**src/core/ir_bridge_pkg.sv**
```systemverilog
// Shared constants for the infrared bridge start-up and host control ends
package ir_bridge_pkg;
  // Device clock and fixed line rate
  localparam int unsigned CLK_HZ        = 32'h017D_7840;
  localparam int unsigned HZ_PER_MHZ    = 32'h000F_4240;
  localparam int unsigned BAUD          = 32'h0000_2580;
  localparam int unsigned TICKS_PER_BIT = 32'h0000_0010;
  localparam int unsigned TICK_DIV_INT  = CLK_HZ / (BAUD * TICKS_PER_BIT);
  localparam logic [7:0]  TICK_DIV      = 8'(TICK_DIV_INT);

  // Start-up delays in microseconds, then in clock cycles
  // Cycles per microsecond first, so the product stays inside 32 bits
  localparam int unsigned PWRT_TIME_US  = 32'h0000_03E8;
  localparam int unsigned OST_TIME_US   = 32'h0000_0064;
  localparam int unsigned PWRT_CYCLES   = PWRT_TIME_US * (CLK_HZ / HZ_PER_MHZ);
  localparam int unsigned OST_CYCLES    = OST_TIME_US * (CLK_HZ / HZ_PER_MHZ);
  localparam logic [15:0] OST_LAST      = 16'(OST_CYCLES - 1);

  // Frame layout in bit-tick units
  localparam logic [3:0]  SAMPLE_TICK   = 4'h7;
  localparam logic [3:0]  LAST_TICK     = 4'hF;
  localparam logic [3:0]  STOP_INDEX    = 4'h9;
  localparam logic [3:0]  BIT_RESET     = 4'h0;
  localparam logic [8:0]  SHIFT_IDLE    = 9'h1FF;
  localparam logic [7:0]  BYTE_RESET    = 8'h00;

  typedef enum logic [1:0] {
    ST_PWRT,
    ST_OST,
    ST_RUN
  } startup_state_t;
endpackage : ir_bridge_pkg

```
**src/core/ir_bridge_if.sv**
```systemverilog
// Pin bundle between the host controller UART and the bridge
`timescale 1ns/10ps
`default_nettype none
interface ir_bridge_if;
  logic tx;
  logic rx;
  logic rts_n;
  logic cts_n;
  logic dsr_n;
  logic cd_n;

  modport dev (
    input  tx,
    input  rts_n,
    input  cd_n,
    output rx,
    output cts_n,
    output dsr_n
  );

  modport host (
    output tx,
    output rts_n,
    output cd_n,
    input  rx,
    input  cts_n,
    input  dsr_n
  );
endinterface : ir_bridge_if
`default_nettype wire

```
**src/core/ir_bridge_dev.sv**
```systemverilog
// Bridge end: start-up sequencing, bit tick, host serial port and modem lines
`timescale 1ns/10ps
`default_nettype none
// How it works
// - Fixed 9600 baud serial and infrared timing
// - Power-up delay first, then oscillator settle delay
// - Accept traffic only after both delays
// - Host and peer wait out start-up
// - Low reset holds everything idle
// - Reset release reruns sequence before operation
// - All timing comes from one clock
// - Supplied clock must match the baud rate
// - Host drives request-to-send low when ready
// - Request-to-send gates only local host flow
// - High carrier-detect means no carrier present
// - Data-set-ready follows own link state, gated by start-up
// - Sixteen bit ticks per bit period
// - Data-set-ready low while link is up and start-up is done
module ir_bridge_dev
  import ir_bridge_pkg::*;
#(
  parameter int unsigned PWRT_CYC = ir_bridge_pkg::PWRT_CYCLES
) (
  input  wire logic       clk,
  input  wire logic       rst_n,
  ir_bridge_if.dev        pins,
  input  wire logic       link_up,
  input  wire logic [7:0] send_byte,
  input  wire logic       send_valid,
  output logic            send_ready,
  output logic [7:0]      recv_byte,
  output logic            recv_valid,
  output logic            ready,
  output logic            link_cd
);
  import ir_bridge_pkg::*;

  localparam logic [15:0] PWRT_LAST = 16'(PWRT_CYC - 1);

  logic           rst_meta_n;
  logic           rst_sync_n;
  logic [2:0]     pin_meta;
  logic           tx_s;
  logic           rts_s;
  logic           cd_s;
  startup_state_t state;
  logic [15:0]    wait_cnt;
  logic           run;
  logic [7:0]     div_cnt;
  logic           bit_tick;
  logic           rx_busy;
  logic [3:0]     rx_cnt;
  logic [3:0]     rx_bit;
  logic [7:0]     rx_shift;
  logic           tx_busy;
  logic [3:0]     tx_cnt;
  logic [3:0]     tx_bit;
  logic [8:0]     tx_shift;
  logic           accept;

  // Reset asserts at once but leaves on a clock edge
  always_ff @(posedge clk or negedge rst_n) begin
    if (!rst_n) begin
      rst_meta_n <= 1'b0;
      rst_sync_n <= 1'b0;
    end else begin
      rst_meta_n <= 1'b1;
      rst_sync_n <= rst_meta_n;
    end
  end

  // Pins from the host are asynchronous to this clock
  always_ff @(posedge clk or negedge rst_sync_n) begin
    if (!rst_sync_n) begin
      pin_meta <= 3'h7;
      tx_s     <= 1'b1;
      rts_s    <= 1'b1;
      cd_s     <= 1'b1;
    end else begin
      pin_meta <= {pins.cd_n, pins.rts_n, pins.tx};
      tx_s     <= pin_meta[0];
      rts_s    <= pin_meta[1];
      cd_s     <= pin_meta[2];
    end
  end

  // Start-up sequence restarts on every reset release
  always_ff @(posedge clk or negedge rst_sync_n) begin
    if (!rst_sync_n) begin
      state    <= ST_PWRT;
      wait_cnt <= 16'h0000;
    end else begin
      case (state)
        ST_PWRT: begin
          if (wait_cnt == PWRT_LAST) begin
            state    <= ST_OST;
            wait_cnt <= 16'h0000;
          end else begin
            wait_cnt <= wait_cnt + 16'h0001;
          end
        end
        ST_OST: begin
          if (wait_cnt == OST_LAST) begin
            state    <= ST_RUN;
            wait_cnt <= 16'h0000;
          end else begin
            wait_cnt <= wait_cnt + 16'h0001;
          end
        end
        ST_RUN: begin
          wait_cnt <= 16'h0000;
        end
        default: begin
          state    <= ST_PWRT;
          wait_cnt <= 16'h0000;
        end
      endcase
    end
  end

  assign run = (state == ST_RUN);

  // Bit tick runs freely from the device clock
  always_ff @(posedge clk or negedge rst_sync_n) begin
    if (!rst_sync_n) begin
      div_cnt  <= 8'h00;
      bit_tick <= 1'b0;
    end else if (div_cnt == TICK_DIV - 8'h01) begin
      div_cnt  <= 8'h00;
      bit_tick <= 1'b1;
    end else begin
      div_cnt  <= div_cnt + 8'h01;
      bit_tick <= 1'b0;
    end
  end

  // Receiver samples mid-bit, eighth tick of sixteen
  always_ff @(posedge clk or negedge rst_sync_n) begin
    if (!rst_sync_n) begin
      rx_busy    <= 1'b0;
      rx_cnt     <= BIT_RESET;
      rx_bit     <= BIT_RESET;
      rx_shift   <= BYTE_RESET;
      recv_byte  <= BYTE_RESET;
      recv_valid <= 1'b0;
    end else begin
      recv_valid <= 1'b0;
      if (!rx_busy) begin
        if (run && !tx_s) begin
          rx_busy <= 1'b1;
          rx_cnt  <= BIT_RESET;
          rx_bit  <= BIT_RESET;
        end
      end else if (bit_tick) begin
        rx_cnt <= rx_cnt + 4'h1;
        if (rx_cnt == SAMPLE_TICK) begin
          rx_bit <= rx_bit + 4'h1;
          if (rx_bit == BIT_RESET) begin
            // A glitch shorter than half a bit is not a start bit
            rx_busy <= ~tx_s;
          end else if (rx_bit == STOP_INDEX) begin
            rx_busy    <= 1'b0;
            recv_byte  <= rx_shift;
            recv_valid <= tx_s;
          end else begin
            rx_shift <= {tx_s, rx_shift[7:1]};
          end
        end
      end
    end
  end

  assign accept = send_valid && send_ready;

  // Transmitter to the host; the local request-to-send and the start-up state gate it
  always_ff @(posedge clk or negedge rst_sync_n) begin
    if (!rst_sync_n) begin
      tx_busy    <= 1'b0;
      tx_cnt     <= BIT_RESET;
      tx_bit     <= BIT_RESET;
      tx_shift   <= SHIFT_IDLE;
      send_ready <= 1'b0;
    end else if (accept) begin
      tx_busy    <= 1'b1;
      tx_cnt     <= BIT_RESET;
      tx_bit     <= BIT_RESET;
      tx_shift   <= {send_byte, 1'b0};
      send_ready <= 1'b0;
    end else begin
      send_ready <= run && !tx_busy && !rts_s;
      if (tx_busy && bit_tick) begin
        tx_cnt <= tx_cnt + 4'h1;
        if (tx_cnt == LAST_TICK) begin
          tx_bit   <= tx_bit + 4'h1;
          tx_shift <= {1'b1, tx_shift[8:1]};
          if (tx_bit == STOP_INDEX) begin
            tx_busy <= 1'b0;
          end
        end
      end
    end
  end

  // Modem outputs are all registered
  always_ff @(posedge clk or negedge rst_sync_n) begin
    if (!rst_sync_n) begin
      pins.rx    <= 1'b1;
      pins.cts_n <= 1'b1;
      pins.dsr_n <= 1'b1;
      ready      <= 1'b0;
      link_cd    <= 1'b0;
    end else begin
      pins.rx    <= tx_busy ? tx_shift[0] : 1'b1;
      pins.cts_n <= ~run;
      pins.dsr_n <= ~(run && link_up);
      ready      <= run;
      link_cd    <= run && !cd_s;
    end
  end
endmodule : ir_bridge_dev
`default_nettype wire

```
**src/flat_wrapper.sv**
```systemverilog
// flat-port wrapper written by rule: the top's interface ports become plain ports
module ir_bridge_dev_flat import ir_bridge_pkg::*;
#(
  parameter int unsigned PWRT_CYC = ir_bridge_pkg::PWRT_CYCLES
)
  (clk, rst_n, link_up, send_byte, send_valid, send_ready, recv_byte, recv_valid, ready, link_cd, pins_tx, pins_rts_n, pins_cd_n, pins_rx, pins_cts_n, pins_dsr_n);
  ir_bridge_if pins_i ();
  input  wire logic clk;
  input  wire logic rst_n;
  input  wire logic link_up;
  input  wire logic [7:0] send_byte;
  input  wire logic send_valid;
  output logic send_ready;
  output logic [7:0] recv_byte;
  output logic recv_valid;
  output logic ready;
  output logic link_cd;
  input wire logic [$bits(pins_i.tx)-1:0] pins_tx;
  input wire logic [$bits(pins_i.rts_n)-1:0] pins_rts_n;
  input wire logic [$bits(pins_i.cd_n)-1:0] pins_cd_n;
  output wire logic [$bits(pins_i.rx)-1:0] pins_rx;
  output wire logic [$bits(pins_i.cts_n)-1:0] pins_cts_n;
  output wire logic [$bits(pins_i.dsr_n)-1:0] pins_dsr_n;
  assign pins_i.tx = pins_tx;
  assign pins_i.rts_n = pins_rts_n;
  assign pins_i.cd_n = pins_cd_n;
  assign pins_rx = pins_i.rx;
  assign pins_cts_n = pins_i.cts_n;
  assign pins_dsr_n = pins_i.dsr_n;
  ir_bridge_dev #(.PWRT_CYC(PWRT_CYC)) u_core (.clk(clk), .rst_n(rst_n), .pins(pins_i), .link_up(link_up), .send_byte(send_byte), .send_valid(send_valid), .send_ready(send_ready), .recv_byte(recv_byte), .recv_valid(recv_valid), .ready(ready), .link_cd(link_cd));
endmodule
```
**config.mk**
```make
export PLATFORM = sky130hd
export DESIGN_NAME = ir_bridge_dev_flat
export DESIGN_NICKNAME = d
export VERILOG_FILES = /design/src/core/ir_bridge_pkg.sv /design/src/core/ir_bridge_if.sv /design/src/core/ir_bridge_dev.sv /design/src/flat_wrapper.sv
export SDC_FILE = /design/constraint.sdc
export NUM_CORES = 1
export LEC_CHECK = 0
export BUFFER_PORTS_ARGS = -buffer_cell sky130_fd_sc_hd__buf_2
export CAP_MARGIN = 40
export CORE_MARGIN = 4
export CORE_UTILIZATION = 33
export DETAILED_ROUTE_END_ITERATION = 10
export PLACE_DENSITY = 0.51
export SLEW_MARGIN = 10
export SYNTH_ARGS = -nofsm -noshare
export SYNTH_HDL_FRONTEND = slang
export SYNTH_SLANG_ARGS = --single-unit
export TNS_END_PERCENT = 1
```
**constraint.sdc**
```tcl
create_clock -name clk -period 6.81 [get_ports clk]
set_input_delay 1.0215 -clock clk [delete_from_list [all_inputs] [get_ports clk]]
set_output_delay 1.0215 -clock clk [all_outputs]
set_load 0.01 [all_outputs]
```
Yosys cells after proc, flatten, opt, wreduce, memory -nomap -nowiden
Index checks and enable logic that the tools add are counted.

cells by class
  $add $sub $neg = 6
  multipliers = 0
  div/mod/pow operators = 0
  order comparisons = 0
  equal/unequal tests = 13
  shift-type cells = 0
  muxes and demuxes = 39
  bitwise logic cells = 5
  reduce and logical (&&, ||, !) cells = 24

operators with widths
  operator                                                                  count
  4-bit two-way mux                                                         11
  16-bit two-way mux                                                        2
  16-bit one-hot mux with 2 select lines                                    1
  9-bit two-way mux                                                         3
  1-bit two-way mux                                                         18
  16-bit by 1-bit adder with 16-bit output (second input constant)          1
  4-bit by 1-bit adder with 4-bit output (second input constant)            4
  16-bit by 12-bit == test with 1-bit output (second input constant)        1
  16-bit by 15-bit == test with 1-bit output (second input constant)        1
  4-bit == test (second input constant)                                     3
  5-bit AND reduction                                                       2
  3-bit AND reduction                                                       3
  8-bit by 1-bit adder with 8-bit output (second input constant)            1
  8-bit == test (second input constant)                                     1
  8-bit two-way mux                                                         1
  2-bit nonzero test                                                        4
  1-bit logical AND                                                         7
  2-bit by 1-bit inequality test with 1-bit output (second input constant)  3
  2-bit one-hot mux with 3 select lines                                     1
  1-bit inverter                                                            5
  4-bit by 3-bit == test with 1-bit output (second input constant)          1
  1-bit zero test                                                           4
  4-bit zero test                                                           1
  2-bit two-way mux                                                         2
  other kinds (5)                                                           6

storage, ports and cells
  register bits after elaboration = 85
  latch bits = 0
  bits in writable memories = 0
  memory bits (read-only) = 0
  bits of input ports = 15
  logic and storage cells = 113
  memories kept = 0

Depth between registers and ports, before layout
Gate-level depths: netlist of run 1.

  depth in word-level cells = 6
  gate-level depth with buffers = 6

Worst setup path after synthesis of run 1
No wires, ideal clock.

  path type = input-to-reg
  from = in send_valid
  to = reg u_core.tx_shift[7]
  library setup time = 72 ps
  data arrival time = 1,789 ps
  setup slack = 4,949 ps
  stages = 5
  path through = and2_1 clkbuf_1 clkbuf_1 nand2_1 o21ai_1

between the ends
  longest elaborated chain between the ends = 3

RTL lines
  element                        line                  text
  start, declared                flat_wrapper.sv:12    input wire logic send_valid;
  1-bit logical AND *            ir_bridge_dev.sv:173  assign accept = send_valid && send_ready;
  2-bit nonzero test (no line)   n/a
  2-bit AND reduction (no line)  n/a
  end signal, assigned           ir_bridge_dev.sv:187  tx_shift <= {send_byte, 1'b0};
  end signal, assigned           ir_bridge_dev.sv:195  tx_shift <= {1'b1, tx_shift[8:1]};
  end, declared                  ir_bridge_dev.sv:58   logic [8:0] tx_shift;

Mark *: on every way between the ends. The rest lies on a longest branch, timed or not.
A chain may end at the register's enable or synchronous reset.

Worst setup path in the final report of run 1
  from = reg u_core.wait_cnt[0]
  to = reg u_core.wait_cnt[11]

between the ends
  longest elaborated chain between the ends = 3

RTL lines
  element                                                                 line                                       text
  start, declared                                                         ir_bridge_dev.sv:47                        logic [15:0] wait_cnt;
  start signal, assigned                                                  ir_bridge_dev.sv:99                        wait_cnt <= wait_cnt + 16'h0001;
  start signal, assigned                                                  ir_bridge_dev.sv:107                       wait_cnt <= wait_cnt + 16'h0001;
  16-bit by 1-bit adder with 16-bit output, or another cell as far along  ir_bridge_dev.sv:99, ir_bridge_dev.sv:107
  16-bit two-way mux (on tied branches)                                   ir_bridge_dev.sv:103, ir_bridge_dev.sv:95
  16-bit one-hot mux with 2 select lines *                                ir_bridge_dev.sv:93                        case (state)

Marked as above.

==> run metrics, run 1 <==
Finished Core Util 39.9%; CTS buffer count 9; Yosys cell types 41; r2r worst-path depth 5; Clock Latency Late Sink 0.34 ns; Worst EP arrival 2.35 ns; Comb power frac 2.2%; num rows 38; crit path launch type register; Worst EP required 7.00 ns; Psw 0.213 mW; initial antenna violation count 0; Iter 0 DRT Violations 101; P&R area growth vs syn 17.9%; number of remaining DRC errors 0; die height 114 um; R2R Setup Slk 4.65 ns; vias in the first global route 2455; post-synthesis sequential area ratio 58.0%; clock buffer depth 2; VDD IR max 0.0907 mV; Crit Path Class register to register; RSZ-0062 raised after global routing false; Antenna diodes 0; Final Hold Vio Count 0; Final Cell Area 4370 um^2; clock root buffer clkbuf_16; outcome complete, no violations; final worst path period share 31.7%; PostCTS Resize Cnt 0; f_max 463 MHz; Setup TNS 0 ns; PwrDens 249 nW/um^2; crit path capture type register; WL final 6510 um; first drt pass iteration count 4; Worst-Margin Slew 0.736 ns; final setup violation count 0; skew final 0.00362 ns; starting density of the core 33.9%; H-tree lvl count 3; clock slew at reported path FFs 0.06 ns; IO buf count 29; Sequential Power Share 48.9%; CTS tree built; Ports 30; maxcap violations 0; nets 385; fillcell total 1057; Synth Instances 326; Area contributors post-synth dfrtp_1 (45%), dfstp_2 (13%), mux2_1 (5.2%); vias per cell 4.81; post-synthesis net count 351; Int Pwr 0.873 mW; switching share of power 19.7%; die area 13000 um^2; Hold Buf Count CTS 0; relative slew slack 50.6%; CP Max Fanout 16; yosys warns 0; post-synth top area share 45.2%; number of routed nets with antenna violations 0; Reg2Reg Capture Point u_core.wait_cnt[11]; Die Wd 114 um; layout cells sized above 1 19.2%; Total GRT Usage 11.1%; Seq cells post-synth 85; RR Startpoint u_core.wait_cnt[0]; synthesized cell area 3710 um^2; Placer Congestion 0.755; hpwl dp 4410 um; Placeable Area 10900 um^2; clock share of power 48.8%; DP Area 4040 um^2; min-delay worst type register to asynchronous set/reset pin; minimum period implied by the final worst setup slack 2.16 ns; clk sink count 85; pin count of the biggest net entering global routing 61; Lkg Pwr 1.94 nW; DR vias 2428; Synth area leader dfrtp_1; drt wl/cell 12.9 um; Post-CTS Setup Bufs 0; Avg Cell Area, Syn 11.4 um^2; total gr overflow 0; worst hold slack 0.238 ns; overall power 1.09 mW; first-pass GRT wire length 11500 um; fin. max-slew vios 0
-- cell families (layout without fill, tap and decap cells) --
kind of cell             count (synthesis)  after routing  share of synthesized area [%]
AND/OR/NAND/NOR                        118            118                           16.6
flip-flops                              85             85                           58.0
AO/OA/AOI/OAI                           43             43                           6.82
multiplexers                            26             26                           7.60
XOR/XNOR                                22             22                           5.20
buffers and inverters                   21             60                           2.26
adder cells (fa/ha/maj)                 10             10                           3.38
other                                    1              1                          0.101
-- Yosys cell counts --
| master | count |
|---|---|
| nor2b_1 | 5 |
| nand3_1 | 14 |
| inv_1 | 11 |
| o21ai_1 | 16 |
| or2_1 | 1 |
| and3_1 | 4 |
| xnor2_1 | 14 |
| nor4_1 | 5 |
| a22o_1 | 2 |
| nand4_1 | 5 |
| o21ai_0 | 6 |
| o2bb2ai_1 | 1 |
| clkbuf_1 | 5 |
| nand2b_1 | 4 |
| or4_1 | 2 |
| nor3_1 | 4 |
| and2_1 | 3 |
| and4b_1 | 2 |
| nor2_1 | 29 |
| nor4b_1 | 3 |
| nor4bb_1 | 1 |
| dfstp_2 | 18 |
| or3_1 | 6 |
| a21o_1 | 1 |
| o22ai_1 | 1 |
| nand3_2 | 1 |
| nor4b_2 | 1 |
| nand2_1 | 26 |
| o31ai_1 | 5 |
| nand4b_1 | 2 |
| a22oi_1 | 1 |
| buf_2 | 4 |
| inv_2 | 1 |
| mux2i_1 | 9 |
| a22oi_2 | 1 |
| a21oi_1 | 9 |
| ha_1 | 10 |
| xor2_1 | 8 |
| mux2_1 | 17 |
| dfrtp_1 | 67 |
| conb_1 | 1 |
-- routing by layer --
| metal | vias to the layer above | global-route usage, % | routed length, um |
|---|---|---|---|
| li1 | 1198 | - | - |
| met1 | 1186 | 14.9 | 3190 |
| met2 | 31 | 16.2 | 2970 |
| met3 | 13 | 2.12 | 164 |
| met4 | 0 | 7.68 | 187 |
| met5 | - | 0 | 0 |
-- critical path: stages (launching register included) --
cell	delay, ns
dfrtp_1	0.38
ha_1	0.24
nor4b_1	0.35
nand4_1	0.26
a22oi_2	0.66
nor2_1	0.12
-- flip-flops by register name, indices dropped and copies added, names as in the netlist, 4 cells and up --
| name | count |
|---|---|
| u_core.wait_cnt | 16 |
| u_core.tx_shift | 9 |
| u_core.div_cnt | 8 |
| u_core.recv_byte | 8 |
| u_core.rx_shift | 8 |
| u_core.rx_bit | 4 |
| u_core.rx_cnt | 4 |
| u_core.tx_bit | 4 |
| u_core.tx_cnt | 4 |
-- worst max-delay path by stage --
stage / startpoint / endpoint / slack [ns] / cells past startpoint
after floorplan: u_core.rst_sync_n / u_core.bit_tick / 4.30 / 0
after global placement: u_core.bit_tick / u_core.tx_bit[1] / 4.61 / 4
after detailed placement: u_core.wait_cnt[0] / u_core.wait_cnt[11] / 4.69 / 5
after CTS: u_core.wait_cnt[0] / u_core.wait_cnt[11] / 4.64 / 5
after global routing: u_core.wait_cnt[0] / u_core.wait_cnt[11] / 4.35 / 5
final: u_core.wait_cnt[0] / u_core.wait_cnt[11] / 4.65 / 5
-- through the flow --
stage,cells,worst slack [ns]
after floorplan,326,4.30
after global placement,486,4.61
after CTS,505,4.64
after global routing,505,4.35
after detailed placement,489,4.69
final,505,4.65
-- cell type report --
cell class	count	area, um^2	area share (%)
Clock buffer	12	256	5.87
Clock inverter	4	70.1	1.60
Inverter	12	45.0	1.03
Multi-Input combinational cell	220	1470	33.7
Sequential cell	85	2150	49.3
Tap cell	140	175	4.01
Timing Repair Buffer	32	195	4.47
-- power groups by stage --
stage / registers [mW] / clock network, mW / logic [mW]
after floorplan: 0.542 / 0 / 0.0104
after global placement: 0.547 / 0 / 0.0162
after detailed placement: 0.541 / 0 / 0.0258
after CTS: 0.532 / 0.551 / 0.0258
after global routing: 0.533 / 0.572 / 0.0292
final: 0.532 / 0.530 / 0.0244
-- placed cells by master (no fill, tap or decap), drive strengths merged, types with 2 or more instances in the layout --
| master | instances |
|---|---|
| ha | 10 |
| inv | 12 |
| nor2 | 29 |
| dfrtp | 67 |
| nand4 | 5 |
| xnor2 | 14 |
| nand3 | 15 |
| nor2b | 5 |
| xor2 | 8 |
| and2 | 3 |
| nand4b | 2 |
| or3 | 6 |
| bufinv | 2 |
| buf | 32 |
| nor4b | 4 |
| and3 | 4 |
| nand2 | 26 |
| o31ai | 5 |
| dfstp | 18 |
| clkbuf | 12 |
| and4b | 2 |
| o21ai | 22 |
| nand2b | 4 |
| clkinv | 2 |
| nor3 | 4 |
| or4 | 2 |
| a21oi | 9 |
| a22oi | 2 |
| mux2 | 17 |
| nor4 | 5 |
| mux2i | 9 |
| a22o | 2 |
Power figures use the tool's default switching activity.
==> inputs of run 2 (changes only) <==
--- a/config.mk
+++ b/config.mk
@@ -10,7 +10,7 @@
 export CORE_MARGIN = 4
 export CORE_UTILIZATION = 33
 export DETAILED_ROUTE_END_ITERATION = 10
-export PLACE_DENSITY = 0.51
+export PLACE_DENSITY = 0.53
 export SLEW_MARGIN = 10
 export SYNTH_ARGS = -nofsm -noshare
 export SYNTH_HDL_FRONTEND = slang
==> constraint.sdc (replaced) <==
create_clock -name clk -period 1.9 [get_ports clk]
set_input_delay 0.285 -clock clk [delete_from_list [all_inputs] [get_ports clk]]
set_output_delay 0.285 -clock clk [all_outputs]
set_load 0.01 [all_outputs]
==> run metrics, run 2 (synthesized netlist as in run 1, its figures left out) <==
die height 114 um (unchanged); clock root buffer clkbuf_16; number of routed nets with antenna violations 0 (unchanged); R2R Setup Slk 0.11 ns (-4.54 ns); clock slew at reported path FFs 0.07 ns (about the same); vias per cell 4.73 (-1.7%); hpwl dp 4770 um (+8.1%); CP endpoint u_core.recv_byte[2]; final worst path period share 94.2% (+62 points); P&R area growth vs syn 20.3%; vias in the first global route 2489 (+1.4%); FF/Latch Area 2150 um^2 (unchanged); fillcell total 1073 (+1.5%); Placeable Area 10900 um^2 (unchanged); total gr overflow 0 (unchanged); final std cells w/o fill 521 (+3.2%); met2 Track Usage GR 17.3% (+1.1 points); setup ws final 0.110 ns (-4.54 ns); Worst EP required 2.12 ns (-4.88 ns); Total GRT Usage 11.2% (+0.071 points); DR vias 2462 (+1.4%); RR Startpoint u_core.rx_cnt[0]; nets 402 (+4.4%); starting density of the core 33.9% (unchanged); multi-input logic area 1490 um^2 (+1.2%); GRT busiest layer met2; fin. max-slew vios 0 (unchanged); CP Max Fanout 9 (-7); Ports 30 (unchanged); CTS tree built; PwrDens 828 nW/um^2 (+230%); Global Route met3 Usage 2.97% (+0.85 points); pin count of the biggest net entering global routing 36 (-41%); Top reg by flops u_core.wait_cnt; r2r worst-path depth 6 (+1); final setup violation count 0 (unchanged); IO buf count 29 (unchanged); Die Wd 114 um (unchanged); CTS buffer count 9 (unchanged); met1 usage 14.6% (-0.26 points); Post-CTS Setup Bufs 0 (unchanged); most common cell after layout, fill and taps aside dfrtp_1; clk sink count 85 (unchanged); number of remaining DRC errors 0 (unchanged); crit path capture type register; maxcap violations 0 (unchanged); minimum period implied by the final worst setup slack 1.79 ns (-0.371 ns); Antenna diodes 0 (unchanged); RSZ-0062 raised after global routing false; crit path launch type register; initial antenna violation count 0 (unchanged); worst hold slack 0.0446 ns (-0.193 ns); num rows 38 (unchanged); drt wl/cell 12.8 um (-0.69%); post-place setup slack -0.000263 ns (-4.69 ns); first-pass GRT wire length 11600 um (+1.1%); Regs by FF count u_core.wait_cnt (16), u_core.tx_shift (9); Clock Latency Late Sink 0.34 ns (about the same); die area 13000 um^2 (unchanged); skew final 0.0120 ns (+0.00835 ns); H-tree lvl count 3 (unchanged); WL final 6670 um (+2.5%); outcome complete, no violations; crit path launch u_core.rx_cnt[0]; max reg flops 16 (unchanged); Iter 0 DRT Violations 135 (+34%); Worst EP arrival 2.01 ns (-0.34 ns); f_max 559 MHz (+21%); first drt pass iteration count 4 (unchanged); VDD IR max 0.456 mV (+400%); Final Hold Vio Count 0 (unchanged); Placer Congestion 0.787 (+4.3%); Reg2Reg Capture Point u_core.recv_byte[2]; layout cells sized above 1 23.1% (+3.9 points); Lkg Pwr 1.99 nW (+2.6%); min-delay worst type input port to register; Crit Path Class register to register; most frequent cells in the layout dfrtp_1 (66), nor2_1 (29), buf_2 (29); clock buffer depth 2 (unchanged); placed cells 505 (+3.3%)
-- run 2: cell type report --
cell class / instances / area share (%)
Clock inverter: 4 / 1.15
Sequential cell: 85 / 48.3
Clock buffer: 11 / 5.22
Timing Repair Buffer: 49 / 6.96
Tap cell: 140 / 3.93
Inverter: 12 / 1.01
Multi-Input combinational cell: 220 / 33.4
-- run 2: worst min-delay path by stage --
| stage | depth (start not counted) | to | slack (ns) | startpoint |
|---|---|---|---|---|
| after global routing | 1 | u_core.pin_meta[0] | 0.04 | pins_tx |
| final | 1 | u_core.pin_meta[0] | 0.04 | pins_tx |
| after detailed placement | 1 | u_core.rst_meta_n | 0.07 | rst_n |
| after floorplan | 0 | u_core.rst_meta_n | -0.01 | rst_n |
| after global placement | 1 | u_core.rst_meta_n | 0.07 | rst_n |
| after CTS | 1 | u_core.pin_meta[0] | 0.04 | pins_tx |
-- run 2: report_power, final --
group | internal, mW | total, mW | leakage, nW | switching [mW]
sequential | 1.87 | 1.90 | 1.08 | 0.0327
combinational | 0.0441 | 0.0960 | 0.767 | 0.0520
clock | 1.01 | 1.69 | 0.136 | 0.683
-- run 2: metrics by stage --
stage | cell area [um^2] | power (mW) | setup TNS, ns | util (%)
6_report | 4460 | 3.69 | 0 | 40.8
3_3_place_gp | 4150 | 2.03 | 0 | 37.9
3_5_place_dp | 4150 | 2.03 | -0.000263 | 37.9
4_1_cts | 4450 | 3.76 | 0 | 40.7
2_1_floorplan | 3710 | 1.98 | 0 | -
5_1_grt | 4460 | 3.84 | 0 | 40.8
-- run 2: routing by layer --
layer,up-vias,wire length [um]
met4,0,127
li1,1231,-
met1,1194,3240
met5,-,0
met2,25,3110
met3,12,193
-- run 2: timing repair --
item                                    in CTS  in global routing
endpoints found under the setup margin       9                 11
endpoints found under the hold margin        2                  0
resized for setup                            1                  3
hold buffers                                 1                  0
-- run 2: critical path: stages (launching register included) --
cell     delay (ns)
dfrtp_1        0.38
ha_1           0.20
nand2_1        0.13
nor3_2         0.23
and4b_1        0.22
buf_4          0.17
mux2_1         0.34
==> inputs of run 3 (changes only) <==
--- a/config.mk
+++ b/config.mk
@@ -5,6 +5,7 @@
 export SDC_FILE = /design/constraint.sdc
 export NUM_CORES = 1
 export LEC_CHECK = 0
+export ABC_AREA = 1
 export BUFFER_PORTS_ARGS = -buffer_cell sky130_fd_sc_hd__buf_2
 export CAP_MARGIN = 40
 export CORE_MARGIN = 4
==> run metrics, run 3 <==
min-delay worst type input port to register; Placeable Area 11600 um^2 (+5.8%); Final Cell Area 4560 um^2 (+2.4%); synthesized cell area 3950 um^2 (+6.5%); number of remaining DRC errors 0 (unchanged); clk sink count 85 (unchanged); first-pass GRT wire length 13700 um (+17%); VDD IR max 0.417 mV (-8.4%); IO buf count 29 (unchanged); Worst Hold Path Cells 1 (unchanged); most frequent cells in the layout nand2_1 (102), dfrtp_1 (66), nor2_1 (64); nets 518 (+29%); max reg flops 16 (unchanged); maxcap violations 0 (unchanged); hpwl dp 5510 um (+16%); Lkg Pwr 2.17 nW (+9.2%); Synth area leader dfrtp_1; worst hold slack 0.0398 ns (-0.00481 ns); pin count of the biggest net entering global routing 42 (+17%); layout cells sized above 1 18.7% (-4.4 points); Setup TNS 0 ns (unchanged); drt wl/cell 12.0 um (-6.5%); vias per cell 4.62 (-2.2%); RSZ-0062 raised after global routing false; f_max 613 MHz (+9.8%); post-synthesis net count 479 (+36%); multi-input logic area 1530 um^2 (+2.9%); Post-synth EDFFs 0 (unchanged); DP Area 4270 um^2 (+3.0%); die height 117 um (+3.0%); Synth Instances 454 (+39%); crit path launch type register; Clock Latency Late Sink 0.34 ns (about the same); Top reg by flops u_core.wait_cnt; clock slew at reported path FFs 0.07 ns (about the same); initial antenna violation count 0 (unchanged); P&R area growth vs syn 15.6%; Area contributors post-synth dfrtp_1 (42%), dfstp_2 (12%), nand2_1 (9.7%); final worst path period share 85.9% (-8.4 points); total gr overflow 0 (unchanged); final std cells w/o fill 641 (+23%); Regs by FF count u_core.wait_cnt (16), u_core.tx_shift (9); Crit Path Class register to register; die area 13800 um^2 (+6.0%); fin. max-slew vios 0 (unchanged); vias in the first global route 2988 (+20%); minimum period implied by the final worst setup slack 1.63 ns (-0.159 ns); Worst EP required 2.12 ns (about the same); DR vias 2963 (+20%); cell with the most instances after synthesis nand2_1; Placer Congestion 0.880 (+12%); CTS buffer count 9 (unchanged); setup ws final 0.269 ns (+0.159 ns); Ports 30 (unchanged); clock root buffer clkbuf_16; CTS tree built; PwrDens 800 nW/um^2 (-3.4%); Synth top cells by count nand2_1 (102), dfrtp_1 (67), nor2_1 (64), inv_1 (52), nand3_1 (33); placed cells 624 (+24%); post-synth top area share 42.5% (-2.8 points); Seq cells post-synth 85 (unchanged); WL final 7680 um (+15%); yosys warns 0 (unchanged); Total GRT Usage 12.0% (+0.76 points); Post-CTS Setup Bufs 0 (unchanged); r2r worst-path depth 9 (+3); post-synthesis sequential area ratio 54.5% (-3.5 points); starting density of the core 34.1% (+0.24 points); outcome complete, no violations; Yosys cell types 33 (-20%); post-place setup slack 0.131 ns (+0.132 ns); ys async rst share 100% (unchanged); final setup violation count 0 (unchanged); Final Hold Vio Count 0 (unchanged); Antenna diodes 0 (unchanged); num rows 39 (+2.6%); crit path capture type register; first drt pass iteration count 4 (unchanged); fillcell total 1147 (+6.9%); Die Wd 117 um (+3.0%); H-tree lvl count 3 (unchanged); number of routed nets with antenna violations 0 (unchanged); skew final 0.00788 ns (-0.00409 ns); clock buffer depth 2 (unchanged); CP Max Fanout 10 (+1); Avg Cell Area, Syn 8.70 um^2 (-24%); leading register cell type out of synthesis dfrtp_1; most common cell after layout, fill and taps aside nand2_1; Worst EP arrival 1.85 ns (-0.16 ns); FF/Latch Area 2150 um^2 (unchanged); Iter 0 DRT Violations 135 (unchanged)
==> run 3: power breakdown <==
| group | internal [mW] | switching [mW] |
|---|---|---|
| logic | 0.0385 | 0.0536 |
| clock network | 0.932 | 0.746 |
| registers | 1.86 | 0.0234 |
==> run 3: layer usage <==
| metal | up-vias | part of all wire (%) | global-route usage (%) |
|---|---|---|---|
| met5 | - | 0 | 0 |
| li1 | 1521 | - | - |
| met4 | 0 | 1.8 | 4.47 |
| met3 | 10 | 4.2 | 2.98 |
| met1 | 1379 | 46 | 14.7 |
| met2 | 53 | 48 | 20.4 |
==> run 3: cell type report <==
| class | instances | share of cell area, % |
|---|---|---|
| clock buffer | 10 | 5.24 |
| clock inverter | 6 | 0.959 |
| inverter | 56 | 4.61 |
| multi-input combinational | 306 | 33.6 |
| sequential | 85 | 47.2 |
| tap | 143 | 3.92 |
| timing repair buffer | 35 | 4.50 |
==> run 3: final timing paths <==
path | from | end | slack, ns
worst max-delay path | u_core.wait_cnt[8] | u_core.wait_cnt[0] | 0.27
worst min-delay path | pins_rts_n | u_core.pin_meta[1] | 0.04
worst max register to register | u_core.wait_cnt[8] | u_core.wait_cnt[0] | 0.27
worst min register to register | u_core.rst_sync_n | u_core.wait_cnt[8] | 0.17
max in group asynchronous | u_core.rst_sync_n | u_core.rx_shift[0] | 1.07
min in group asynchronous | u_core.rst_sync_n | u_core.wait_cnt[8] | 0.17
==> run 3: what timing repair did <==
| action | CTS | global route |
|---|---|---|
| hold buffers | 1 | 0 |
| endpoints found under the setup margin | 0 | 7 |
| hold endpoints to repair | 2 | 0 |
| gates resized for setup | 0 | 1 |
==> run 3: kinds of logic after synthesis <==
kind of cell | synth area share, %
AND/OR/NAND/NOR | 25.0
flip-flops | 54.5
buffers and inverters | 6.69
AO/OA/AOI/OAI | 7.89
XOR/XNOR | 2.66
adder cells (fa/ha/maj) | 3.17
other | 0.0950
==> run 3: critical path, cell delays in order (launching register included) <==
cell and delay [ns]:
dfrtp_1 0.44, inv_1 0.08, nor2_1 0.23, nand2_1 0.08, nor2_1 0.14, nand2_1 0.12, nand2_1 0.11, nand2_1 0.07
inv_2 0.17, nor2_1 0.07
==> run 3: stage by stage <==
| stage | total power [mW] | utilization [%] |
|---|---|---|
| 3_5_place_dp | 2.01 | 36.9 |
| 3_3_place_gp | 2.01 | 36.9 |
| 5_1_grt | 3.80 | 39.5 |
| 4_1_cts | 3.71 | 39.5 |
| 6_report | 3.65 | 39.5 |
| 2_1_floorplan | 1.96 | - |
